==> config.mk <==
export PLATFORM = sky130hd
export DESIGN_NAME = link_setup
export DESIGN_NICKNAME = d
export VERILOG_FILES = /design/src/rtl/link_setup_pkg.sv /design/src/rtl/err_if.sv /design/src/rtl/link_setup.sv /design/src/rtl/err_latch.sv
export SDC_FILE = /design/constraint.sdc
export NUM_CORES = 1
export LEC_CHECK = 0
export BUFFER_PORTS_ARGS = -buffer_cell sky130_fd_sc_hd__buf_4
export CAP_MARGIN = 20
export CORE_MARGIN = 1
export CORE_UTILIZATION = 54
export DETAILED_ROUTE_END_ITERATION = 7
export HOLD_SLACK_MARGIN = 0.1
export PLACE_DENSITY = 0.9
export SLEW_MARGIN = 20
export SYNTH_ARGS = -nofsm -noshare
export SYNTH_HDL_FRONTEND = slang
export SYNTH_HIERARCHICAL = 1
export SYNTH_SLANG_ARGS = --single-unit
==> constraint.sdc <==
create_clock -name clk -period 3.76 [get_ports clk]
set_clock_uncertainty 0.1 [all_clocks]
set_input_delay 0.752 -clock clk [delete_from_list [all_inputs] [get_ports clk]]
set_output_delay 0.752 -clock clk [all_outputs]
set_load 0.03 [all_outputs]
==> src/rtl/link_setup_pkg.sv <==
// Purpose: Shared constants for the link setup and error latch block
// Assumes: 16-bit buffer words, 20 MHz clock
// Notes:   Switch fields are sampled once after reset; mode change does not resample them
package link_setup_pkg;
   localparam logic [11:0] ADDR_ERR_STATUS = 12'h101;
   localparam logic [11:0] ADDR_ERR_CLEAR  = 12'h102;
   localparam logic [11:0] ADDR_BIDIR_SET  = 12'h10F;
   localparam int          ERR_COUNT       = 4;
   localparam int          ERR_CN          = 0;
   localparam int          ERR_PS          = 1;
   localparam int          ERR_PRO         = 2;
   localparam int          ERR_SIO         = 3;
   localparam logic [3:0]  MODE_NOPROT     = 4'h4;
   localparam logic [3:0]  MODE_PROT1      = 4'h5;
   localparam logic [3:0]  MODE_PROT4      = 4'h8;
   localparam logic [3:0]  MODE_TEST       = 4'hF;
   localparam logic [2:0]  BAUD_BAD        = 3'h7;
   localparam logic [4:0]  STATION_MAX     = 5'h1F;
   localparam logic [3:0]  DIGIT_MAX       = 4'h9;
   localparam int          PASS_TIME_MS    = 1000;
   localparam int          CLK_KHZ         = 20000;
   localparam int          PASS_CYCLES     = PASS_TIME_MS * CLK_KHZ;
   typedef enum logic [2:0] {
      OPM_UNUSABLE, OPM_NOPROT, OPM_BIDIR, OPM_PROTOCOL, OPM_TEST
   } op_mode_t;
   typedef enum logic [1:0] {ST_IDLE, ST_CPU_CHK, ST_SIO_CHK, ST_WAIT}
      test_state_t;
endpackage

==> src/rtl/err_if.sv <==
// Purpose: Carries error events and clear requests to the latch
// Assumes: Single clock domain
// Notes:   Events are one-cycle pulses
`timescale 1ns/100ps
interface err_if;
   logic [link_setup_pkg::ERR_COUNT-1:0] set_ev;
   logic [link_setup_pkg::ERR_COUNT-1:0] clr_ev;
   logic                                 init;
   logic [link_setup_pkg::ERR_COUNT-1:0] state;
   modport src (output set_ev, output clr_ev, output init, input state);
   modport latch (input set_ev, input clr_ev, input init, output state);
endinterface

==> src/rtl/link_setup.sv <==
// Purpose: Switch decode, station check, error latch and self-loop test
// Assumes: CPU buffer port is synchronous; switches static at reset
// Notes:   Switches are caught once after reset release; mode change does not recapture them
`timescale 1ns/100ps
module link_setup #(
   parameter int PASS_LEN = link_setup_pkg::PASS_CYCLES
) (
   input  wire logic        clk,
   input  wire logic        arst_n,
   input  wire logic        ce,
   input  wire logic [3:0]  mode_switch,
   input  wire logic        link_role_sel,
   input  wire logic        write_while_running_en,
   input  wire logic        baud_code_bit0,
   input  wire logic        baud_code_bit1,
   input  wire logic        baud_code_bit2,
   input  wire logic        char_length_sel,
   input  wire logic        parity_en,
   input  wire logic        parity_polarity_sel,
   input  wire logic        stop_length_sel,
   input  wire logic        checksum_append_en,
   input  wire logic [3:0]  station_tens_digit,
   input  wire logic [3:0]  station_units_digit,
   input  wire logic        mode_ready_rise,
   input  wire logic        cpu_buffer_write_op,
   input  wire logic        cpu_buffer_read_op,
   input  wire logic [11:0] cpu_addr,
   input  wire logic [15:0] cpu_wdata,
   input  wire logic        cpu_running,
   input  wire logic        illegal_access,
   input  wire logic        cpu_access_abnormal,
   input  wire logic        parity_sum_err,
   input  wire logic        protocol_err,
   input  wire logic        overrun_err,
   input  wire logic        framing_err,
   input  wire logic        rx_area_full_drop,
   input  wire logic [4:0]  msg_station,
   input  wire logic        msg_valid,
   input  wire logic        ext_write_req,
   input  wire logic [10:0] live_status,
   input  wire logic        cpu_check_fail,
   input  wire logic        sio_check_fail,
   output logic [15:0]      cpu_rdata,
   output logic [2:0]       op_mode,
   output logic             multidrop_mode,
   output logic [2:0]       baud_code,
   output logic             char_8bit,
   output logic             parity_on,
   output logic             parity_even,
   output logic             stop_2bit,
   output logic             checksum_on,
   output logic [4:0]       station_num,
   output logic             station_bad,
   output logic             msg_accept,
   output logic             ext_write_allow,
   output logic             run_ind,
   output logic [10:0]      live_ind,
   output logic             cpu_check_go,
   output logic             sio_check_go,
   output logic [3:0]       error_ind,
   output logic             protocol_error_ind,
   output logic             serial_error_ind
);
   localparam logic [3:0]  DIGIT_MAX_T = link_setup_pkg::DIGIT_MAX;
   localparam logic [4:0]  ST_MAX_T    = link_setup_pkg::STATION_MAX;
   localparam logic [31:0] PASS_MAX    = 32'(PASS_LEN - 1);

   logic                          rst_meta;
   logic                          rst_n;
   logic                          sampled;
   logic                          init_pulse;
   logic [2:0]                    baud_raw;
   logic [15:0]                   bidir_word;
   logic [3:0]                    mode_sw;
   logic [31:0]                   pass_cnt;
   link_setup_pkg::test_state_t   tstate;
   logic                          cpu_fail_seen;
   logic                          sio_fail_seen;

   err_if eif ();

   err_latch u_latch (
      .clk   (clk),
      .rst_n (rst_n),
      .ce    (ce),
      .bus   (eif.latch)
   );

   // Two-stage release of the asynchronous reset
   always_ff @(posedge clk or negedge arst_n) begin
      if (!arst_n) begin
         rst_meta <= 1'b0;
         rst_n    <= 1'b0;
      end else begin
         rst_meta <= 1'b1;
         rst_n    <= rst_meta;
      end
   end

   assign baud_raw   = {baud_code_bit2, baud_code_bit1, baud_code_bit0};
   // Sample once after release; mode change re-initialises indicators and the bidirectional setting word
   assign init_pulse = ce && (!sampled || mode_ready_rise);

   // Switch capture: later switch moves are ignored until reset
   always_ff @(posedge clk or negedge rst_n) begin
      if (!rst_n) begin
         sampled        <= 1'b0;
         mode_sw        <= 4'h0;
         multidrop_mode <= 1'b0;
         baud_code      <= 3'h0;
         char_8bit      <= 1'b0;
         parity_on      <= 1'b0;
         parity_even    <= 1'b0;
         stop_2bit      <= 1'b0;
         checksum_on    <= 1'b0;
         station_num    <= 5'h00;
         station_bad    <= 1'b0;
         ext_write_allow <= 1'b0;
      end else if (ce && !sampled) begin
         sampled        <= 1'b1;
         mode_sw        <= mode_switch;
         multidrop_mode <= !link_role_sel;
         baud_code      <= baud_raw;
         char_8bit      <= char_length_sel;
         parity_on      <= parity_en;
         parity_even    <= parity_polarity_sel;
         stop_2bit      <= stop_length_sel;
         checksum_on    <= checksum_append_en;
         station_num    <= 5'(station_tens_digit * 4'hA
                              + station_units_digit);
         station_bad    <= station_tens_digit > DIGIT_MAX_T
                           || station_units_digit > DIGIT_MAX_T
                           || 8'(station_tens_digit * 4'hA
                              + station_units_digit) > 8'(ST_MAX_T);
         ext_write_allow <= write_while_running_en;
      end
   end

   // Bidirectional setting word written by the CPU
   always_ff @(posedge clk or negedge rst_n) begin
      if (!rst_n) begin
         bidir_word <= 16'h0000;
      end else if (ce) begin
         if (init_pulse) begin
            bidir_word <= 16'h0000;
         end else if (cpu_buffer_write_op
                      && cpu_addr == link_setup_pkg::ADDR_BIDIR_SET) begin
            bidir_word <= cpu_wdata;
         end
      end
   end

   // Mode decode
   always_ff @(posedge clk or negedge rst_n) begin
      if (!rst_n) begin
         op_mode <= 3'(link_setup_pkg::OPM_UNUSABLE);
      end else if (ce) begin
         if (mode_sw == link_setup_pkg::MODE_NOPROT) begin
            op_mode <= (bidir_word == 16'h0001)
               ? 3'(link_setup_pkg::OPM_BIDIR)
               : 3'(link_setup_pkg::OPM_NOPROT);
         end else if (mode_sw >= link_setup_pkg::MODE_PROT1
                      && mode_sw <= link_setup_pkg::MODE_PROT4) begin
            op_mode <= 3'(link_setup_pkg::OPM_PROTOCOL);
         end else if (mode_sw == link_setup_pkg::MODE_TEST) begin
            op_mode <= 3'(link_setup_pkg::OPM_TEST);
         end else begin
            op_mode <= 3'(link_setup_pkg::OPM_UNUSABLE);
         end
      end
   end

   // Run indicator and live status; live bits never latch
   always_ff @(posedge clk or negedge rst_n) begin
      if (!rst_n) begin
         run_ind  <= 1'b0;
         live_ind <= 11'h000;
      end else if (ce) begin
         run_ind  <= sampled && baud_code != link_setup_pkg::BAUD_BAD
                     && op_mode != 3'(link_setup_pkg::OPM_UNUSABLE);
         live_ind <= live_status;
      end
   end

   // Station filter; multidrop answers own number, refuse if disabled
   always_ff @(posedge clk or negedge rst_n) begin
      if (!rst_n) begin
         msg_accept <= 1'b0;
      end else if (ce) begin
         msg_accept <= msg_valid && run_ind
            && (!multidrop_mode || msg_station == station_num)
            && !(ext_write_req && cpu_running && !ext_write_allow
                 && op_mode == 3'(link_setup_pkg::OPM_PROTOCOL));
      end
   end

   // Self test sequencer: CPU check, serial check, wait out the pass
   always_ff @(posedge clk or negedge rst_n) begin
      if (!rst_n) begin
         tstate       <= link_setup_pkg::ST_IDLE;
         pass_cnt     <= 32'h0;
         cpu_check_go <= 1'b0;
         sio_check_go <= 1'b0;
      end else if (ce) begin
         cpu_check_go <= 1'b0;
         sio_check_go <= 1'b0;
         unique case (tstate)
            link_setup_pkg::ST_IDLE: begin
               if (sampled && op_mode == 3'(link_setup_pkg::OPM_TEST)
                   && run_ind) begin
                  tstate       <= link_setup_pkg::ST_CPU_CHK;
                  cpu_check_go <= 1'b1;
                  pass_cnt     <= 32'h0;
               end
            end
            link_setup_pkg::ST_CPU_CHK: begin
               tstate       <= link_setup_pkg::ST_SIO_CHK;
               sio_check_go <= 1'b1;
               pass_cnt     <= pass_cnt + 32'h1;
            end
            link_setup_pkg::ST_SIO_CHK: begin
               tstate   <= link_setup_pkg::ST_WAIT;
               pass_cnt <= pass_cnt + 32'h1;
            end
            link_setup_pkg::ST_WAIT: begin
               if (pass_cnt >= PASS_MAX) begin
                  tstate       <= link_setup_pkg::ST_CPU_CHK;
                  cpu_check_go <= 1'b1;
                  pass_cnt     <= 32'h0;
               end else begin
                  pass_cnt <= pass_cnt + 32'h1;
               end
            end
         endcase
      end
   end

   // Failures only raise flags; the sequence never stops
   assign cpu_fail_seen = cpu_check_fail && tstate != link_setup_pkg::ST_IDLE;
   assign sio_fail_seen = sio_check_fail && tstate != link_setup_pkg::ST_IDLE;

   always_comb begin
      eif.init  = init_pulse;
      eif.set_ev = '0;
      eif.set_ev[link_setup_pkg::ERR_CN] = illegal_access
         || cpu_access_abnormal || cpu_fail_seen;
      eif.set_ev[link_setup_pkg::ERR_PS]  = parity_sum_err;
      eif.set_ev[link_setup_pkg::ERR_PRO] = protocol_err;
      eif.set_ev[link_setup_pkg::ERR_SIO] = overrun_err || framing_err
         || rx_area_full_drop || sio_fail_seen;
      eif.clr_ev = '0;
      if (cpu_buffer_write_op
          && cpu_addr == link_setup_pkg::ADDR_ERR_CLEAR) begin
         eif.clr_ev = cpu_wdata[link_setup_pkg::ERR_COUNT-1:0];
      end
   end

   // Error outputs and status read
   always_ff @(posedge clk or negedge rst_n) begin
      if (!rst_n) begin
         error_ind          <= 4'h0;
         protocol_error_ind <= 1'b0;
         serial_error_ind   <= 1'b0;
         cpu_rdata          <= 16'h0000;
      end else if (ce) begin
         error_ind          <= eif.state;
         protocol_error_ind <= eif.state[link_setup_pkg::ERR_PRO];
         serial_error_ind   <= eif.state[link_setup_pkg::ERR_SIO];
         if (cpu_buffer_read_op
             && cpu_addr == link_setup_pkg::ADDR_ERR_STATUS) begin
            cpu_rdata <= {12'h000, eif.state};
         end else begin
            cpu_rdata <= 16'h0000;
         end
      end
   end

   chk_status_rd: assert property (@(posedge clk) disable iff (!rst_n)
      ce && cpu_buffer_read_op && cpu_addr == link_setup_pkg::ADDR_ERR_STATUS
      ##1 ce |-> cpu_rdata == {12'h000, $past(eif.state)})
      else $error("status word does not mirror indicators");
   chk_clr_bits: assert property (@(posedge clk) disable iff (!rst_n)
      ce && !init_pulse && eif.clr_ev[0] && !eif.set_ev[0]
      |=> !ce || !eif.state[0])
      else $error("requested clear did not take effect");
   chk_sio_set: assert property (@(posedge clk) disable iff (!rst_n)
      ce && !init_pulse && (overrun_err || framing_err) |=> !ce || eif.state[3])
      else $error("serial error not latched");
   chk_cn_set: assert property (@(posedge clk) disable iff (!rst_n)
      ce && !init_pulse && illegal_access |=> !ce || eif.state[0])
      else $error("cpu communication error not latched");
   chk_bad_baud: assert property (@(posedge clk) disable iff (!rst_n)
      ce && sampled && baud_code == link_setup_pkg::BAUD_BAD |=> !run_ind)
      else $error("run lit with unusable baud code");
   chk_cfg_hold: assert property (@(posedge clk) disable iff (!rst_n)
      sampled && $past(sampled) |-> $stable(baud_code) && $stable(mode_sw))
      else $error("switch setting changed during operation");
   chk_test_seq: assert property (@(posedge clk) disable iff (!rst_n)
      ce && tstate == link_setup_pkg::ST_CPU_CHK
      |=> !ce || tstate == link_setup_pkg::ST_SIO_CHK)
      else $error("serial check did not follow cpu check");
   chk_init_clear: assert property (@(posedge clk) disable iff (!rst_n)
      init_pulse |=> !ce || eif.state == '0)
      else $error("indicators not initialised");
   cov_clear: cover property (@(posedge clk) eif.clr_ev != '0);
   cov_test_loop: cover property (@(posedge clk)
      tstate == link_setup_pkg::ST_WAIT ##1 cpu_check_go);
   cov_multidrop: cover property (@(posedge clk) msg_accept && multidrop_mode);
endmodule

==> src/rtl/err_latch.sv <==
// Purpose: Sticky error indicators with per-bit clear
// Assumes: Reset synchronised by the parent
// Notes:   A set in the clearing cycle wins
`timescale 1ns/100ps
module err_latch (
   input  wire logic clk,
   input  wire logic rst_n,
   input  wire logic ce,
   err_if.latch      bus
);
   always_ff @(posedge clk or negedge rst_n) begin
      if (!rst_n) begin
         bus.state <= '0;
      end else if (ce) begin
         if (bus.init) begin
            bus.state <= '0;
         end else begin
            bus.state <= bus.set_ev | (bus.state & ~bus.clr_ev);
         end
      end
   end

   // Clear and init act one edge later, so look at them one cycle back
   chk_latch_hold: assert property (@(posedge clk) disable iff (!rst_n)
      ce && $past(ce) && !$past(bus.init) && $past(bus.state[0])
      && !$past(bus.clr_ev[0]) |-> bus.state[0])
      else $error("latched indicator dropped without clear");
endmodule

==> flow_summary.yaml, run 1 <==
critical_path:
  cp.required_ns: 3.97
  endpoint_kind: "flop"
  arrival_ns: 3.01
  crit_type: "reg2reg"
  start_kind: "flop"
  critical_path.max_fanout: 33
placed_design:
  hpwl_um: 8960
  place_area_um2: 6460
  gp_congestion: 0.863
  place.port_buffers: 127
  place_ws_ns: 0.805
  dp.cells: 801
floorplanning:
  core_um2: 9820
  dieArea_um2: 10600
  initial_utilization: 0.559
  io_pins: 140
  rows: 36
  die_h_um: 103
  die_w_um: 103
global_routing:
  top_usage_layer: "met2"
  grt_pass1_vias: 4382
  met3_usage: 0.0515
  grt_use_met1: 0.293
  grt_max_degree: 51
  grt.overflow.total: 0
  grt_pass1_wl_um: 20100
  grt_usage: 0.245
  grt_use_met2: 0.431
  antenna_found_initial: 0
timing:
  setup_tns_ns: 0
  timing.fmax_ghz: 0.357
  slew_headroom: 0.484
  fin_ws_ns: 0.962
  period_minus_slack_ns: 2.80
  hold_viol: 0
  whs_ns: 0.207
  post-route-period-util: 0.744
  worst_slew_pin_slew_ns: 0.773
  setup_viol_count_final: 0
  rsz0062_at_grt: "false"
  slew_viol_final: 0
cells_and_area:
  layout_common_cells: "134 x buf_4, 102 x dfrtp_1, 77 x nand2_1"
  area_growth_pct: 21.0
  finish.net_count: 779
  final_common_cell: "buf_4"
  final_area_um2: 6640
  num_antenna_cells: 0
  finalNonFillerCells: 818
  postLayoutCoreUtil: 0.676
  drive_above_1_share: 0.255
synthesis:
  synth-compound-area-share: 0.118
  synth-seq-cells: 103
  yosysUniqueCellTypes: 58
  synth_edf_count: 0
  synthFlopType: "dfrtp_1"
  synth_top_family_by_area: "simple AND/OR/NAND/NOR gates"
  avgSynthCellArea_um2: 9.71
  synthAdderAreaFrac: 0.0369
  synthArstFlopShare: 1.00
  synth_xor_area_frac: 0.0112
  synth_area_leaders: "dfrtp_1 47%, mux2i_1 7.3%, nand2_1 5.3%"
  synth_cells: 565
  yosys_warnings: 6
  synth-simple-area-share: 0.198
  yosysTopAreaCellShare: 0.470
  synth_area_leader_cell: "dfrtp_1"
  yosysSeqAreaShare: 0.470
  netlist_area_um2: 5490
  synth_mux_area_frac: 0.0976
routing:
  firstDrtPassIters: 5
  wire_per_inst_um: 15.0
  drtIter0Drc: 201
  drt-vias-per-instance: 5.57
  vias: 4559
  drc: 0
  antenna_left: 0
  drt_wl_total_um: 12300
clocking:
  clock_latency_ns: 0.38
  numCtsBuffers: 9
  clock_sinks: 103
  cts_max_level: 3
  path_clk_slew_ns: 0.10
  cts_root_buf: "clkbuf_8"
  cts_tree: "built"
  cts_buffer_depth: 2
outcome:
  status: "finished, final reports clean"
power:
  leakage_nw: 3.15
  vdd_ir_drop_max_v: 0.000375
  p_per_area_nw_per_um2: 439
  finalPower_mw: 2.92
job:
  max_cap_viol_count: 0
min_path:
  hold_path.class: "reg2async"
## routing by layer
metal  share of wire  routed length, um
met4           0.020                249
met1            0.40               4940
met5               0                  0
met3           0.063                774
met2            0.51               6310
## cell usage after synthesis, drive strengths merged (3+ instances only)
master / n
a21o: 6
a21oi: 37
a22o: 3
a2bb2oi: 4
and2: 7
and3: 10
and4: 3
buf: 27
clkbuf: 15
dfrtp: 103
ha: 13
inv: 35
mux2: 12
mux2i: 40
nand2: 77
nand2b: 4
nand3: 32
nand3b: 3
nand4: 18
nor2: 32
nor2b: 3
nor3: 5
nor4: 8
nor4b: 3
o21ai: 20
o22ai: 10
xnor2: 4
xor2: 3
## cell type report
| type | count | area, um2 |
|---|---|---|
| Sequential cell | 103 | 2580 |
| Multi-Input combinational cell | 396 | 2580 |
| Clock inverter | 5 | 33.8 |
| Fill cell | 736 | 3180 |
| Tap cell | 133 | 166 |
| Timing Repair Buffer | 135 | 1020 |
| Inverter | 35 | 131 |
| Clock buffer | 11 | 131 |
## worst paths after layout
kind	from	end	slack, ns	cells past startpoint
setup / recovery	pass_cnt[0]	pass_cnt[31]	0.96	8
hold / removal	rst_n	bidir_word[12]	0.21	0
setup reg to reg	pass_cnt[0]	pass_cnt[31]	0.96	8
hold reg to reg	rst_n	bidir_word[12]	0.21	0
max in group asynchronous	rst_n	live_ind[0]	2.52	1
min in group clk	rst_meta	rst_n	0.26	0
## cells by family (layout without fill, tap and decap cells)
group                    Yosys count  in the layout
AND/OR/NAND/NOR                  215            215
flip-flops                       103            103
AO/OA/AOI/OAI                     94             94
buffers and inverters             77            186
multiplexers                      52             52
adder cells (fa/ha/maj)           15             15
XOR/XNOR                           7              7
other                              2             13
## worst max-delay path, stage by stage, from the launching register on
cell and delay (ns):
dfrtp_1 0.43, ha_1 0.25, and4_1 0.28, a221oi_2 0.38, nor4_1 0.16, o41ai_4 0.23
buf_4 0.38, or3b_1 0.39, mux2i_1 0.13
## power breakdown
| part | switching [mW] | internal, mW | total (mW) |
|---|---|---|---|
| clock | 0.380 | 0.241 | 0.621 |
| combinational | 0.620 | 0.392 | 1.01 |
| sequential | 0.0853 | 1.20 | 1.28 |
| total | 1.09 | 1.83 | 2.92 |
## state kept, by name (all words and copies together) (netlist names), 2 cells and up
register           flops
bidir_word            16
mode_sw                4
tstate                 2
error_ind              4
op_mode                3
pass_cnt              32
live_ind              11
baud_code              3
cpu_rdata              4
u_latch/bus.state      4
station_num            5
## repair_timing
item | 4_1_cts | 5_1_grt
hold buffers | 1 | 0
gates resized for setup | 0 | 0
buffers inserted | 0 | 0
endpoints found under the hold margin | 2 | 0
endpoints found under the setup margin | 0 | 0
No activity file was read; power rests on OpenSTA's default activity.
==> run 2, diff against run 1 <==
CORE_UTILIZATION = 48   (was 54)
PLACE_DENSITY = 0.85   (was 0.9)
clock period = 2.27 ns   (was 3.76 ns; I/O delays follow)
==> run 2 against run 1 <==
Critical endpoint is now pass_cnt[29]. The flow now finishes with violations (setup timing). Global-route usage is 1.1 points lower. Sequential share of layout area is 3.4 points lower. Via count up 5.9%.
==> flow_summary.yaml, run 2 (same netlist as run 1, synthesis figures left out) <==
routing:
  drtIter0Drc: 279
  drt-vias-per-instance: 5.57
  wire_per_inst_um: 15.6
  firstDrtPassIters: 5
  antenna_left: 0
  vias: 4829
  drt_wl_total_um: 13600
  drc: 0
global_routing:
  grt_pass1_wl_um: 21600
  grt_max_degree: 68
  grt_usage: 0.234
  antenna_found_initial: 0
  grt_pass1_vias: 4723
  grt.overflow.total: 0
timing:
  setup_tns_ns: -3.43
  whs_ns: 0.195
  setup_viol_count_final: 32
  timing.fmax_ghz: 0.410
  post-route-period-util: 1.07
  rsz0062_at_grt: "true"
  slew_viol_final: 0
  hold_viol: 0
  period_minus_slack_ns: 2.44
  fin_ws_ns: -0.166
clocking:
  cts_tree: "built"
  cts_buffer_depth: 2
  cts_max_level: 3
  cts_root_buf: "clkbuf_16"
  path_clk_slew_ns: 0.07
  clock_sinks: 103
  clock_latency_ns: 0.34
  numCtsBuffers: 9
placed_design:
  dp.cells: 844
  place.port_buffers: 127
  place_area_um2: 6810
  place_ws_ns: -0.198
  gp_congestion: 0.827
  hpwl_um: 9600
floorplanning:
  dieArea_um2: 11900
  initial_utilization: 0.500
  io_pins: 140
  die_h_um: 109
  core_um2: 11000
  rows: 38
  die_w_um: 109
critical_path:
  critical_path.max_fanout: 14
  r2r_slack_ns: -0.17
  r2r_start: "pass_cnt[14]"
  slowest_delay_ns: 0.54
  slowest_stage: "or4_4"
  cp.required_ns: 2.44
  rr_worst_depth: 9
  endpoint_kind: "flop"
  arrival_ns: 2.60
  crit_type: "reg2reg"
  critical_path.cell_chain: "or4_4 > a221oi_4 > buf_4 > o311ai_4 > a211oi_4 > buf_6 > clkbuf_16 > nand3_1 > mux2i_1"
  reg2reg_to: "pass_cnt[29]"
  crit_start: "pass_cnt[14]"
  start_kind: "flop"
  setup.worst_path.end: "pass_cnt[29]"
power:
  finalPower_mw: 5.69
  p_per_area_nw_per_um2: 781
  vdd_ir_drop_max_v: 0.000547
  leakage_nw: 3.47
outcome:
  violations: "setup timing"
  status: "finished, violations left"
cells_and_area:
  top_regs: "pass_cnt (32), bidir_word (16), live_ind (11)"
  finish.net_count: 821
  drive_above_1_share: 0.323
  final_common_cell: "buf_4"
  area_growth_pct: 32.7
  finalNonFillerCells: 867
  regArea_um2: 2580
  largest-register: "pass_cnt"
  final_area_um2: 7280
  fillers: 825
  multi_input_area_um2: 2690
  postLayoutCoreUtil: 0.663
  num_antenna_cells: 0
  layout_common_cells: "168 x buf_4, 102 x dfrtp_1, 77 x nand2_1"
  largest_reg_flops: 32
min_path:
  hold_path.class: "in2reg"
  whs_path_depth: 2
job:
  max_cap_viol_count: 0
-- run 2: cell types whose count changed in the layout (fill, tap and decap cells not counted), sizes merged --
cell,change
buf,+39
clkbuf,+2
inv,+2
clkinv,-1
clkinvlp,-1
dlygate4sd3,+1
-- run 2: cell type report --
cell class,count,area share
clock buffer,11,0.0347
clock inverter,5,0.00533
timing repair buffer,177,0.194
inverter,35,0.0180
sequential,103,0.354
multi-input combinational,396,0.369
tap,140,0.0241
-- run 2: what timing repair did --
action	in CTS	in global routing
endpoints found under the setup margin	31	32
setup buffers	1	2
hold buffers	2	0
endpoints found under the hold margin	9	0
resized for setup	4	16
gates cloned	0	2
pin swaps	1	9
-- run 2: metal layers --
metal,global-route usage,wire [um],share of wire
met5,0,0,0
met4,0.0820,365,0.027
met3,0.0406,692,0.051
met2,0.436,7170,0.53
met1,0.267,5340,0.39
-- run 2: worst min path at each step --
stage	slack (ns)	endpoint	start
after floorplan	0.06	rst_meta	arst_n
after global placement	0.04	char_8bit	rst_n
after detailed placement	0.04	char_8bit	rst_n
after CTS	0.19	multidrop_mode	link_role_sel
after global routing	0.19	station_num[0]	station_units_digit[0]
final	0.19	multidrop_mode	link_role_sel
-- run 2: critical path, delay by kind of cell (launching register included) --
kind / cells / cell delay, ns
and+or+nand+nor: 2 / 0.63
muxes: 1 / 0.13
buffers and inverters: 3 / 0.50
AOI/OAI and AO/OA: 3 / 0.60
DFF: 1 / 0.40
-- run 2: where the power goes --
part	leakage, nW	internal, mW	total (mW)	switching, mW
logic	1.99	0.916	2.09	1.18
registers	1.33	1.99	2.10	0.118
clock network	0.143	0.813	1.49	0.679
